### config.mk
export PLATFORM = sky130hd
export DESIGN_NAME = adm_mode_bank
export DESIGN_NICKNAME = d
export VERILOG_FILES = /design/src/adm_pkg.sv /design/src/adm_cw_decode.sv /design/src/adm_zero_flag.sv /design/src/adm_mode_bank.sv
export SDC_FILE = /design/constraint.sdc
export NUM_CORES = 1
export LEC_CHECK = 0
export ABC_AREA = 1
export BUFFER_PORTS_ARGS = -buffer_cell sky130_fd_sc_hd__buf_2
export CORE_MARGIN = 3
export CORE_UTILIZATION = 49
export DETAILED_ROUTE_END_ITERATION = 7
export PLACE_DENSITY = 0.81
export SLEW_MARGIN = 20
export SYNTH_ARGS = -nofsm -noshare
export SYNTH_HDL_FRONTEND = slang
export SYNTH_SLANG_ARGS = --single-unit
### constraint.sdc
create_clock -name i_sys_clk -period 1.7 [get_ports i_sys_clk]
set_clock_uncertainty 0.2 [all_clocks]
set_input_delay 0.255 -clock i_sys_clk [delete_from_list [all_inputs] [get_ports i_sys_clk]]
set_output_delay 0.255 -clock i_sys_clk [all_outputs]
set_load 0.005 [all_outputs]
### src/adm_pkg.sv
// Purpose: shared constants and types of the converter mode control bank
// Assumes: control words arrive whole through the register bus
// Notes:   byte address of a mode register is four times its index
package adm_pkg;

	// control word carrier, bit 15 down to bit 0
	typedef struct packed {
		logic       must_be_zero;
		logic [6:0] reg_index_field;
		logic [7:0] data;
	} adm_cw_s;

	// mode register indexes
	localparam logic [6:0] ADM_IDX_RATE_RESET    = 7'h12;
	localparam logic [6:0] ADM_IDX_OUTPUT_DEEMPH = 7'h13;
	localparam logic [6:0] ADM_IDX_FORMAT_FILTER = 7'h14;
	localparam logic [6:0] ADM_IDX_PHASE_ZERO    = 7'h16;

	// own bus registers, byte addresses
	localparam logic [7:0] ADM_OFF_CMD_WORD = 8'h00;
	localparam logic [7:0] ADM_OFF_INT_STAT = 8'h04;
	localparam logic [7:0] ADM_OFF_INT_MASK = 8'h08;

	// field positions inside the data byte
	localparam int ADM_POS_SOFT_REINIT  = 7;
	localparam int ADM_POS_OVER_SEL     = 6;
	localparam int ADM_POS_DEEMPH_RATE  = 5;
	localparam int ADM_POS_DEEMPH_ON    = 4;
	localparam int ADM_POS_OFF_RIGHT    = 1;
	localparam int ADM_POS_OFF_LEFT     = 0;
	localparam int ADM_POS_ROLLOFF      = 5;
	localparam int ADM_POS_FORMAT       = 0;
	localparam int ADM_POS_ZF_MERGE     = 2;
	localparam int ADM_POS_ZF_POLARITY  = 1;
	localparam int ADM_POS_PHASE_INVERT = 0;

	// audio word format codes
	localparam logic [2:0] ADM_FMT_RJ24 = 3'h0;
	localparam logic [2:0] ADM_FMT_RJ20 = 3'h1;
	localparam logic [2:0] ADM_FMT_RJ18 = 3'h2;
	localparam logic [2:0] ADM_FMT_RJ16 = 3'h3;
	localparam logic [2:0] ADM_FMT_I2S  = 3'h4;
	localparam logic [2:0] ADM_FMT_LJ   = 3'h5;
	localparam logic [1:0] ADM_DEEMPH_RSVD = 2'h3;

	// modulator ratios
	localparam logic [7:0] ADM_OSR_32  = 8'h20;
	localparam logic [7:0] ADM_OSR_64  = 8'h40;
	localparam logic [7:0] ADM_OSR_128 = 8'h80;

	// interrupt events
	localparam int ADM_EV_W      = 3;
	localparam int ADM_EV_ACCEPT = 0;
	localparam int ADM_EV_REJECT = 1;
	localparam int ADM_EV_REINIT = 2;

	typedef struct packed {
		logic       over_sel;
		logic [1:0] channel_output_off;
		logic       deemph_on;
		logic [1:0] deemph_rate_sel;
		logic [2:0] audio_word_format;
		logic       rolloff_select;
		logic       phase_invert;
		logic       zero_flag_polarity;
		logic       zero_flag_merge;
	} adm_mode_s;

	localparam adm_mode_s ADM_MODE_DEFAULT = '{
		over_sel:           1'b0,
		channel_output_off: 2'h0,
		deemph_on:          1'b0,
		deemph_rate_sel:    2'h0,
		audio_word_format:  ADM_FMT_LJ,
		rolloff_select:     1'b0,
		phase_invert:       1'b0,
		zero_flag_polarity: 1'b0,
		zero_flag_merge:    1'b0
	};

	// zero flag pins: pin_a carries right or joint flag, pin_b left
	typedef struct packed {
		logic pin_a;
		logic pin_b;
	} adm_zpin_s;

	typedef enum logic [2:0] {
		ADM_ADDR_CMD,
		ADM_ADDR_STAT,
		ADM_ADDR_MASK,
		ADM_ADDR_RB_RATE,
		ADM_ADDR_RB_OUT,
		ADM_ADDR_RB_FMT,
		ADM_ADDR_RB_PHASE,
		ADM_ADDR_NONE
	} adm_addr_e;

	typedef struct packed {
		adm_mode_s             mode;
		logic [7:0]            osr_ratio;
		logic [4:0]            rj_word_bits;
		logic                  i2s_frame;
		logic                  left_just_frame;
		logic                  fmt_valid;
		logic                  deemph_rate_valid;
		logic [ADM_EV_W-1:0]   int_stat;
		logic [ADM_EV_W-1:0]   int_mask;
		logic [31:0]           prdata;
	} adm_core_s;

endpackage

### src/adm_cw_decode.sv
// Purpose: decode a control word into a one-hot mode register select
// Assumes: purely combinational, used inside the bank
// Notes:   unknown index gives no select; a set top bit keeps the select but clears o_valid
`timescale 1ns/100ps
module adm_cw_decode (
	// word in
	input  wire adm_pkg::adm_cw_s i_cw,
	// select out
	output logic [3:0]            o_sel,
	output logic                  o_valid
);
	always_comb begin
		o_sel = 4'h0;
		case (i_cw.reg_index_field)
			adm_pkg::ADM_IDX_RATE_RESET:    o_sel = 4'h1;
			adm_pkg::ADM_IDX_OUTPUT_DEEMPH: o_sel = 4'h2;
			adm_pkg::ADM_IDX_FORMAT_FILTER: o_sel = 4'h4;
			adm_pkg::ADM_IDX_PHASE_ZERO:    o_sel = 4'h8;
			default:                        o_sel = 4'h0;
		endcase
		// framing bit must be zero for a usable word
		o_valid = !i_cw.must_be_zero && (o_sel != 4'h0);
	end
endmodule

### src/adm_zero_flag.sv
// Purpose: map channel zero detections onto the two zero flag pins
// Assumes: detections are synchronous to the system clock
// Notes:   unassigned pin rests at its inactive level
`timescale 1ns/100ps
module adm_zero_flag (
	// clock and reset
	input  wire logic              i_sys_clk,
	input  wire logic              i_arst_n,
	// detections and mode
	input  wire logic              i_left_zero,
	input  wire logic              i_right_zero,
	input  wire logic              i_merge,
	input  wire logic              i_polarity,
	// pins
	output adm_pkg::adm_zpin_s     o_pins
);
	adm_pkg::adm_zpin_s pins_r;
	adm_pkg::adm_zpin_s pins_nxt;

	always_comb begin
		pins_nxt = pins_r;
		if (i_merge) begin
			pins_nxt.pin_a = (i_left_zero && i_right_zero) ^ i_polarity;
			pins_nxt.pin_b = i_polarity;
		end else begin
			pins_nxt.pin_a = i_right_zero ^ i_polarity;
			pins_nxt.pin_b = i_left_zero ^ i_polarity;
		end
	end

	always_ff @(posedge i_sys_clk or negedge i_arst_n) begin
		if (!i_arst_n) begin
			pins_r <= '0;
		end else begin
			pins_r <= pins_nxt;
		end
	end

	assign o_pins = pins_r;
endmodule

### src/adm_mode_bank.sv
// Purpose: mode control register bank of a stereo audio converter
// Assumes: APB master, zero-wait slave, one clock domain
// Notes:   mode registers are written only through the command word
//
// Summary of operation
// - over_sel picks 64x/128x, or 32x/64x with 128/192 fs clocks.
// - soft_reinit write returns every mode field to its default.
// - channel_output_off forces that channel to bipolar zero; default clear.
// - deemph_on enables de-emphasis; resets to off.
// - deemph_rate_sel: 00 44.1k, 01 48k, 10 32k, 11 reserved.
// - format codes 000..011 select right-justified 24, 20, 18, 16 bits.
// - code 100 is I2S, 101 left-justified default, 110/111 reserved.
// - rolloff_select clear is sharp, set is slow rolloff.
// - phase_invert set inverts the analog output phase.
// - zero_flag_polarity clear drives pins high on zero, set low.
// - zero_flag_merge set gives one joint flag, other pin unassigned.
// - control word: bit 15 zero, index bits 14..8, data 7..0.
`timescale 1ns/100ps
module adm_mode_bank #(
	parameter int P_ADDR_W = 12
) (
	// clock and reset
	input  wire logic                  i_sys_clk,
	input  wire logic                  i_arst_n,
	// apb slave
	input  wire logic                  i_psel,
	input  wire logic                  i_penable,
	input  wire logic                  i_pwrite,
	input  wire logic [P_ADDR_W-1:0]   i_paddr,
	input  wire logic [31:0]           i_pwdata,
	output logic                       o_pready,
	output logic                       o_pslverr,
	output logic [31:0]                o_prdata,
	// converter status
	input  wire logic                  i_base_clk_low,
	input  wire logic                  i_left_zero,
	input  wire logic                  i_right_zero,
	// mode outputs
	output adm_pkg::adm_mode_s         o_mode,
	output logic [7:0]                 o_osr_ratio,
	output logic [4:0]                 o_rj_word_bits,
	output logic                       o_i2s_frame,
	output logic                       o_left_just_frame,
	output logic                       o_fmt_valid,
	output logic                       o_deemph_rate_valid,
	output adm_pkg::adm_zpin_s         o_zero_pins,
	// interrupt
	output logic                       o_irq
);
	// the page select slice a[P_ADDR_W-1:8] needs at least one bit
	if (P_ADDR_W < 9) begin : g_addr_check
		$error("P_ADDR_W must be at least 9");
	end

	adm_pkg::adm_core_s s_r;
	adm_pkg::adm_core_s s_nxt;
	adm_pkg::adm_cw_s   cw;
	logic [3:0]         cw_sel;
	logic               cw_valid;
	logic               acc;
	logic               take_wr;
	adm_pkg::adm_addr_e acc_kind;
	localparam int ADM_EV_W_L = adm_pkg::ADM_EV_W;

	assign cw = i_pwdata[15:0];

	adm_cw_decode u_decode (
		.i_cw    (cw),
		.o_sel   (cw_sel),
		.o_valid (cw_valid)
	);

	function automatic adm_pkg::adm_addr_e addr_kind(
		input logic [P_ADDR_W-1:0] a
	);
		logic [7:0] lo;
		lo = a[7:0];
		addr_kind = adm_pkg::ADM_ADDR_NONE;
		if (a[P_ADDR_W-1:8] == '0) begin
			case (lo)
				adm_pkg::ADM_OFF_CMD_WORD:
					addr_kind = adm_pkg::ADM_ADDR_CMD;
				adm_pkg::ADM_OFF_INT_STAT:
					addr_kind = adm_pkg::ADM_ADDR_STAT;
				adm_pkg::ADM_OFF_INT_MASK:
					addr_kind = adm_pkg::ADM_ADDR_MASK;
				{adm_pkg::ADM_IDX_RATE_RESET[5:0], 2'h0}:
					addr_kind = adm_pkg::ADM_ADDR_RB_RATE;
				{adm_pkg::ADM_IDX_OUTPUT_DEEMPH[5:0], 2'h0}:
					addr_kind = adm_pkg::ADM_ADDR_RB_OUT;
				{adm_pkg::ADM_IDX_FORMAT_FILTER[5:0], 2'h0}:
					addr_kind = adm_pkg::ADM_ADDR_RB_FMT;
				{adm_pkg::ADM_IDX_PHASE_ZERO[5:0], 2'h0}:
					addr_kind = adm_pkg::ADM_ADDR_RB_PHASE;
				default:
					addr_kind = adm_pkg::ADM_ADDR_NONE;
			endcase
		end
	endfunction

	// readback packs fields at their write positions, test bits read zero
	function automatic logic [7:0] mode_byte(
		input adm_pkg::adm_mode_s m,
		input adm_pkg::adm_addr_e k
	);
		logic [7:0] b;
		b = 8'h00;
		case (k)
			adm_pkg::ADM_ADDR_RB_RATE: begin
				b[adm_pkg::ADM_POS_OVER_SEL] = m.over_sel;
			end
			adm_pkg::ADM_ADDR_RB_OUT: begin
				b[adm_pkg::ADM_POS_DEEMPH_RATE +: 2] = m.deemph_rate_sel;
				b[adm_pkg::ADM_POS_DEEMPH_ON] = m.deemph_on;
				b[adm_pkg::ADM_POS_OFF_RIGHT] = m.channel_output_off[1];
				b[adm_pkg::ADM_POS_OFF_LEFT]  = m.channel_output_off[0];
			end
			adm_pkg::ADM_ADDR_RB_FMT: begin
				b[adm_pkg::ADM_POS_ROLLOFF] = m.rolloff_select;
				b[adm_pkg::ADM_POS_FORMAT +: 3] = m.audio_word_format;
			end
			adm_pkg::ADM_ADDR_RB_PHASE: begin
				b[adm_pkg::ADM_POS_ZF_MERGE]     = m.zero_flag_merge;
				b[adm_pkg::ADM_POS_ZF_POLARITY]  = m.zero_flag_polarity;
				b[adm_pkg::ADM_POS_PHASE_INVERT] = m.phase_invert;
			end
			default: begin
				b = 8'h00;
			end
		endcase
		mode_byte = b;
	endfunction

	assign acc      = i_psel && i_penable;
	assign take_wr  = acc && i_pwrite;
	assign acc_kind = addr_kind(i_paddr);

	always_comb begin
		logic [ADM_EV_W_L-1:0] ev;
		logic [ADM_EV_W_L-1:0] clr;
		ev    = '0;
		clr   = '0;
		s_nxt = s_r;
		if (take_wr && acc_kind == adm_pkg::ADM_ADDR_CMD) begin
			// whole word taken at the access edge only
			if (cw_valid) begin
				ev[adm_pkg::ADM_EV_ACCEPT] = 1'b1;
				// only the addressed register moves, except a soft reinit, which returns every register to default
				if (cw_sel[0]) begin
					if (cw.data[adm_pkg::ADM_POS_SOFT_REINIT]) begin
						// same as power-on, bit itself is not kept
						s_nxt.mode = adm_pkg::ADM_MODE_DEFAULT;
						ev[adm_pkg::ADM_EV_REINIT] = 1'b1;
					end else begin
						s_nxt.mode.over_sel =
							cw.data[adm_pkg::ADM_POS_OVER_SEL];
					end
				end
				if (cw_sel[1]) begin
					s_nxt.mode.channel_output_off = {
						cw.data[adm_pkg::ADM_POS_OFF_RIGHT],
						cw.data[adm_pkg::ADM_POS_OFF_LEFT]};
					s_nxt.mode.deemph_on =
						cw.data[adm_pkg::ADM_POS_DEEMPH_ON];
					s_nxt.mode.deemph_rate_sel =
						cw.data[adm_pkg::ADM_POS_DEEMPH_RATE +: 2];
				end
				if (cw_sel[2]) begin
					s_nxt.mode.rolloff_select =
						cw.data[adm_pkg::ADM_POS_ROLLOFF];
					s_nxt.mode.audio_word_format =
						cw.data[adm_pkg::ADM_POS_FORMAT +: 3];
				end
				if (cw_sel[3]) begin
					s_nxt.mode.zero_flag_merge =
						cw.data[adm_pkg::ADM_POS_ZF_MERGE];
					s_nxt.mode.zero_flag_polarity =
						cw.data[adm_pkg::ADM_POS_ZF_POLARITY];
					s_nxt.mode.phase_invert =
						cw.data[adm_pkg::ADM_POS_PHASE_INVERT];
				end
			end else begin
				ev[adm_pkg::ADM_EV_REJECT] = 1'b1;
			end
		end
		if (take_wr && acc_kind == adm_pkg::ADM_ADDR_MASK) begin
			s_nxt.int_mask = i_pwdata[ADM_EV_W_L-1:0];
		end
		if (take_wr && acc_kind == adm_pkg::ADM_ADDR_STAT) begin
			clr = i_pwdata[ADM_EV_W_L-1:0];
		end
		// a new event wins over a clear in the same cycle
		s_nxt.int_stat = (s_r.int_stat & ~clr) | ev;

		// slow clocks halve the ratio
		if (i_base_clk_low) begin
			s_nxt.osr_ratio = s_nxt.mode.over_sel ?
				adm_pkg::ADM_OSR_64 : adm_pkg::ADM_OSR_32;
		end else begin
			s_nxt.osr_ratio = s_nxt.mode.over_sel ?
				adm_pkg::ADM_OSR_128 : adm_pkg::ADM_OSR_64;
		end
		s_nxt.deemph_rate_valid =
			s_nxt.mode.deemph_rate_sel != adm_pkg::ADM_DEEMPH_RSVD;
		s_nxt.rj_word_bits    = 5'h00;
		s_nxt.i2s_frame       = 1'b0;
		s_nxt.left_just_frame = 1'b0;
		s_nxt.fmt_valid       = 1'b1;
		case (s_nxt.mode.audio_word_format)
			adm_pkg::ADM_FMT_RJ24: s_nxt.rj_word_bits = 5'h18;
			adm_pkg::ADM_FMT_RJ20: s_nxt.rj_word_bits = 5'h14;
			adm_pkg::ADM_FMT_RJ18: s_nxt.rj_word_bits = 5'h12;
			adm_pkg::ADM_FMT_RJ16: s_nxt.rj_word_bits = 5'h10;
			adm_pkg::ADM_FMT_I2S:  s_nxt.i2s_frame = 1'b1;
			adm_pkg::ADM_FMT_LJ:   s_nxt.left_just_frame = 1'b1;
			default:               s_nxt.fmt_valid = 1'b0;
		endcase

		// read data captured in setup so the access phase needs no wait
		if (i_psel && !i_penable && !i_pwrite) begin
			case (acc_kind)
				adm_pkg::ADM_ADDR_STAT:
					s_nxt.prdata = {29'h0, s_r.int_stat};
				adm_pkg::ADM_ADDR_MASK:
					s_nxt.prdata = {29'h0, s_r.int_mask};
				default:
					s_nxt.prdata = {24'h0, mode_byte(s_r.mode, acc_kind)};
			endcase
		end
	end

	always_ff @(posedge i_sys_clk or negedge i_arst_n) begin
		if (!i_arst_n) begin
			s_r                   <= '0;
			s_r.mode              <= adm_pkg::ADM_MODE_DEFAULT;
			s_r.osr_ratio         <= adm_pkg::ADM_OSR_64;
			s_r.left_just_frame   <= 1'b1;
			s_r.fmt_valid         <= 1'b1;
			s_r.deemph_rate_valid <= 1'b1;
		end else begin
			s_r <= s_nxt;
		end
	end

	adm_zero_flag u_zero (
		.i_sys_clk    (i_sys_clk),
		.i_arst_n     (i_arst_n),
		.i_left_zero  (i_left_zero),
		.i_right_zero (i_right_zero),
		.i_merge      (s_r.mode.zero_flag_merge),
		.i_polarity   (s_r.mode.zero_flag_polarity),
		.o_pins       (o_zero_pins)
	);

	// unmapped addresses answer with an error, nothing stored
	assign o_pready            = 1'b1;
	assign o_pslverr           = acc && (acc_kind == adm_pkg::ADM_ADDR_NONE);
	assign o_prdata            = s_r.prdata;
	assign o_mode              = s_r.mode;
	assign o_osr_ratio         = s_r.osr_ratio;
	assign o_rj_word_bits      = s_r.rj_word_bits;
	assign o_i2s_frame         = s_r.i2s_frame;
	assign o_left_just_frame   = s_r.left_just_frame;
	assign o_fmt_valid         = s_r.fmt_valid;
	assign o_deemph_rate_valid = s_r.deemph_rate_valid;
	assign o_irq               = |(s_r.int_stat & s_r.int_mask);
endmodule

# After elaboration in Yosys (flattened, before gate mapping)
# Cells that the tools add are included.
# word_totals
register_bits,70
word_cells,111
# op_classes
eq_ne,23
bitwise_logic,7
muxes,32
reduce_logical,29
# ops
operator,n
two-way mux 13 bit,3
"== test 8 x 7 -> 1 bit, second input constant",4
"== test 7 x 5 -> 1 bit, second input constant",4
case mux 3 bit (7 select lines),1
case mux 5 bit (4 select lines),1
"== test 3 bit, second input constant",6
two-way mux 8 bit,2
case mux 4 bit (4 select lines),1
case mux 7 bit (2 select lines),1
"== test 3 x 2 -> 1 bit, second input constant",4
two-way mux 12 bit,1
two-way mux 3 bit,4
AND reduction 4 bit,3
nonzero test 2 bit,6
logical AND 1 bit,10
two-way mux 1 bit,10
"== test 8 x 3 -> 1 bit, second input constant",1
"== test 8 x 4 -> 1 bit, second input constant",1
zero test 8 bit,1
two-way mux 7 bit,1
bitwise AND 3 bit,2
"== test 3 x 1 -> 1 bit, second input constant",2
zero test 3 bit,2
case mux 1 bit (2 select lines),3
13 further kinds,17

# Depth between registers and ports, before layout
# logic_depth
depth_word,9
mapped_depth,15
mapped_depth_nobuf,15

# Modules after synthesis
# Synthesis repeated with hierarchy kept, for this count alone.
# hier_totals
cells_unflattened,389
hier_area_um2,2812.7
# modules_own_cells
module,area_each_um2,cells_per_inst,n_inst,seq_area_each_um2
adm_mode_bank,2593.7,346,1,908.4
adm_cw_decode,115.1,28,1,0.0
adm_zero_flag,103.8,15,1,50.0

# Worst setup path before layout
# OpenSTA, ideal clock, no wires.
# synth_timing
path_type,input -> register
from,input port i_paddr[8]
to,"register s_r, in the netlist o_osr_ratio[6]"
n_path_buf,1
t_required_ns,1.417
arrival_time_ns,1.727
setup_time_ns,0.083
cell_stages,12
setup_slack_ns,-0.311
path_cell_list,inv_1 nand2_2 nor2_8 inv_4 nor2_4 nand3_4 nor2_8 nand4_4 buf_6 o21ai_1 inv_1 ha_1
# synth_rtl
item,line,rtl
start: declaration,adm_mode_bank.sv:29,"input wire logic [P_ADDR_W-1:0] i_paddr,"
end signal: assignment,adm_mode_bank.sv:241,s_r <= s_nxt;
end: declaration,adm_mode_bank.sv:55,adm_pkg::adm_core_s s_r;

# Final worst setup path
# layout_timing
from,input port i_paddr[0]
to,output port o_pslverr
# layout_via
elab_chain_cells,5
word_cells_on_any_way,11
classes_between,7 x eq/ne; 2 x mux; 2 x reduce/logical
# layout_lines
item,line,rtl
== test 8 x 7 -> 1 bit (tied with other cells),adm_mode_bank.sv:80,case (lo)
case mux 3 bit (7 select lines) (*),adm_mode_bank.sv:80,
two-way mux 3 bit (*),adm_mode_bank.sv:79,if (a[P_ADDR_W-1:8] == '0) begin
== test 3 bit (*),adm_mode_bank.sv:257,assign o_pslverr = acc && (acc_kind == adm_pkg::ADM_ADDR_NONE);
logical AND 1 bit (*),adm_mode_bank.sv:257,
end: declaration,adm_mode_bank.sv:32,"output logic o_pslverr,"
# Mark *: on every way between the ends. The rest lies on a longest branch, timed or not.

==> results.txt <==
DIE WIDTH: 83.0 um
Synth top cells by count: 92 x nand2_1, 60 x buf_4, 39 x inv_1
Site Rows: 27
Die area: 6890 sq um
Count leader, synth: nand2_1
Routed Antenna Nets: 0
Final Hold Fails: 0
Final Setup Violations: 30
Power Dens Cells: 528 nW/um^2
EDFF count, synth: 0
Unrepaired setup endpoints after global routing: yes
Cell variety after synth: 36
Layout cells sized above 1: 0.516
CTS tree: built
Fin worst setup slack: -268 ps
Crit-path cells: buf_8, inv_4, nand2_4, nor2_4, nand2_4, buf_6, nand3_4, nor2_8, buf_6, nor4_4, buf_2
Crit Path Category: input port to primary output
DR vias: 2,766
Synth area leaders: dfrtp_1 28%, buf_4 15%, nand2_1 12%
IO buf count: 68
CP Capture Type: primary output
Leading area contributor after synthesis: dfrtp_1
Most used DFF post-synth: dfrtp_1
Clock-pin slew on the worst setup and hold paths: 80 ps
Final WL: 8160 um
Clk_lat worst skew: 300 ps
Synthesis-stage register bit count: 38
H-tree depth: 2
Initial core utilization: 0.519
GPL Wtd Cong: 0.866
Tightest Hold Check Type: input port to flop
Violated checks: negative setup slack
Total gr overflow: 0
Crit-path max FO: 3
DP Wirelength: 5730 um
CP Launch Type: input port
Fin. max-slew vios: 0
I/O pins: 119
First-pass GRT wire length: 12,500 um
GRT Util Overall: 0.220
Status: complete, but fails checks
Sequential element share of the synthesized area: 0.330
Clock network fraction of total power: 0.430
Synth Warn #: 0
Mapped Cells: 387
Placed cell count: 541
Utilization after layout: 0.739
Core ar.: 5610 sq um
Residual DRC count: 0
Fin cells: 564
Wirelength per Cell: 14.5 um
Internal Pwr Total: 1.64 mW
CP peak stage delay: 230 ps
Layout net count: 545
Root Driver: clkbuf_8
First-pass detailed-route iteration total: 4
Combinational share of power: 0.147
Peak supply drop: 418 uV
Largest net degree at the start of global routing: 39
Min Tclk post-route: 1970 ps
Synthesized area per cell: 7.51 sq um
Initial antenna violation count: 0
Slowest CP cell: nor4_4
Top cell type's share of synthesized area: 0.275
Critical Path AT: 1510 ps
Worst endpoint required time: 1240 ps
Async SR Flop Fraction: 1.00
Synthesis-to-layout area growth: 42.5%
CTS sink count: 38
Tot Pwr: 2.19 mW
Switching share of power: 0.248
Drt first-iter violations: 148
CTS max path bufs: 2
Antenna Cells: 0
Switching pwr: 0.543 mW
Die Y: 83.0 um
Flop pwr share: 0.424
Final period utilization: 1.16
Fmax: 508 MHz
Leakage Power: 2.30 nW
Synth Cell Area: 2910 sq um
Number of CTS-inserted buffers: 5
Vias per Instance: 4.90
Vias in the first global route: 2,641
Final setup TNS: -3230 ps
Max_cap viols: 0
==> power groups by stage <==
stage	sequential, mW	combinational [mW]	clock, mW
final	0.926	0.321	0.940
after global routing	0.928	0.354	0.979
after CTS	0.926	0.299	0.943
after detailed placement	0.944	0.262	0
after global placement	0.943	0.254	0
after floorplan	0.943	0.205	0
==> per-stage QoR <==
step / setup WS [ps] / cell area, sq um / hold WS [ps]
finish: -268 / 4140 / 14.5
global route: -314 / 4140 / 16.8
global placement: -353 / 3460 / 121
CTS: -175 / 3890 / 1.98
detailed placement: -390 / 3460 / 125
floorplan: -223 / 3140 / -241
==> flip-flops by register name, summed over array words and instances, names as in the netlist, 2 cells and up <==
name	flops
o_mode	13
o_osr_ratio	3
o_prdata	6
o_rj_word_bits	4
s_r	6
u_zero.o_pins	2
==> cell families (layout without fill, tap and decap cells) <==
kind of cell / Yosys count / in the layout / share of synthesized area
other cells: 2 / 33 / 0.00258
buf+inv: 112 / 186 / 0.226
flops: 38 / 38 / 0.330
xor+xnor: 2 / 2 / 0.00603
compound gates: 34 / 34 / 0.0645
fa+ha+maj: 2 / 2 / 0.00860
simple gates: 197 / 197 / 0.363
==> cell type report <==
class | count | area, sq um
sequential | 38 | 958
clock inverter | 3 | 68.8
timing repair buffer | 127 | 927
clock buffer | 5 | 68.8
multi-input combinational | 268 | 1790
inverter | 51 | 243
fill | 409 | 1460
tap | 72 | 90.1
==> final timing paths <==
kind	start	end	slack, ps	depth (start not counted)
min	i_base_clk_low	o_osr_ratio[5]	10	2
max	i_paddr[0]	o_pslverr	-270	11
min in group asynchronous	i_arst_n	u_zero.o_pins[0]	330	3
min reg2reg	o_prdata[5]	o_prdata[5]	290	2
max reg2reg	o_mode[4]	o_rj_word_bits[2]	110	12
max in group asynchronous	i_arst_n	o_deemph_rate_valid	610	3
==> cell usage in the layout (no fill, tap or decap), types with 3 or more instances in the layout <==
cell / count
o21ai_2: 9
conb_1: 33
inv_2: 9
nand2_4: 18
or2_2: 3
nor2_8: 4
nand3_2: 10
clkbuf_8: 5
nand3_4: 4
nand2_2: 18
nand4_1: 12
inv_1: 31
buf_6: 15
o21ai_1: 8
buf_4: 47
o21ai_0: 11
dfrtp_1: 32
nand2_1: 69
buf_8: 4
nor2_1: 22
nor2_4: 15
nand3_1: 12
inv_4: 7
dfstp_2: 6
buf_2: 57
==> metal layers <==
layer / part of all wire / up-vias / GRT usage
met5: 0 / - / 0
met1: 0.41 / 1305 / 0.276
met3: 0.054 / 20 / 0.0327
li1: - / 1331 / -
met2: 0.51 / 110 / 0.392
met4: 0.028 / 0 / 0.0594
==> worst max-delay path: cells and delay by family <==
| family | cells | cell delay [ps] |
|---|---|---|
| simple gates | 6 | 700 |
| buf+inv | 5 | 540 |
==> repair_timing <==
item / CTS / global route
resized for setup: 63 / 54
endpoints found under the hold margin: 33 / 0
pin swaps: 25 / 27
hold buffers: 2 / 0
buffers inserted: 5 / 10
endpoints found under the setup margin: 21 / 37
(Power assumes the default switching activity.)
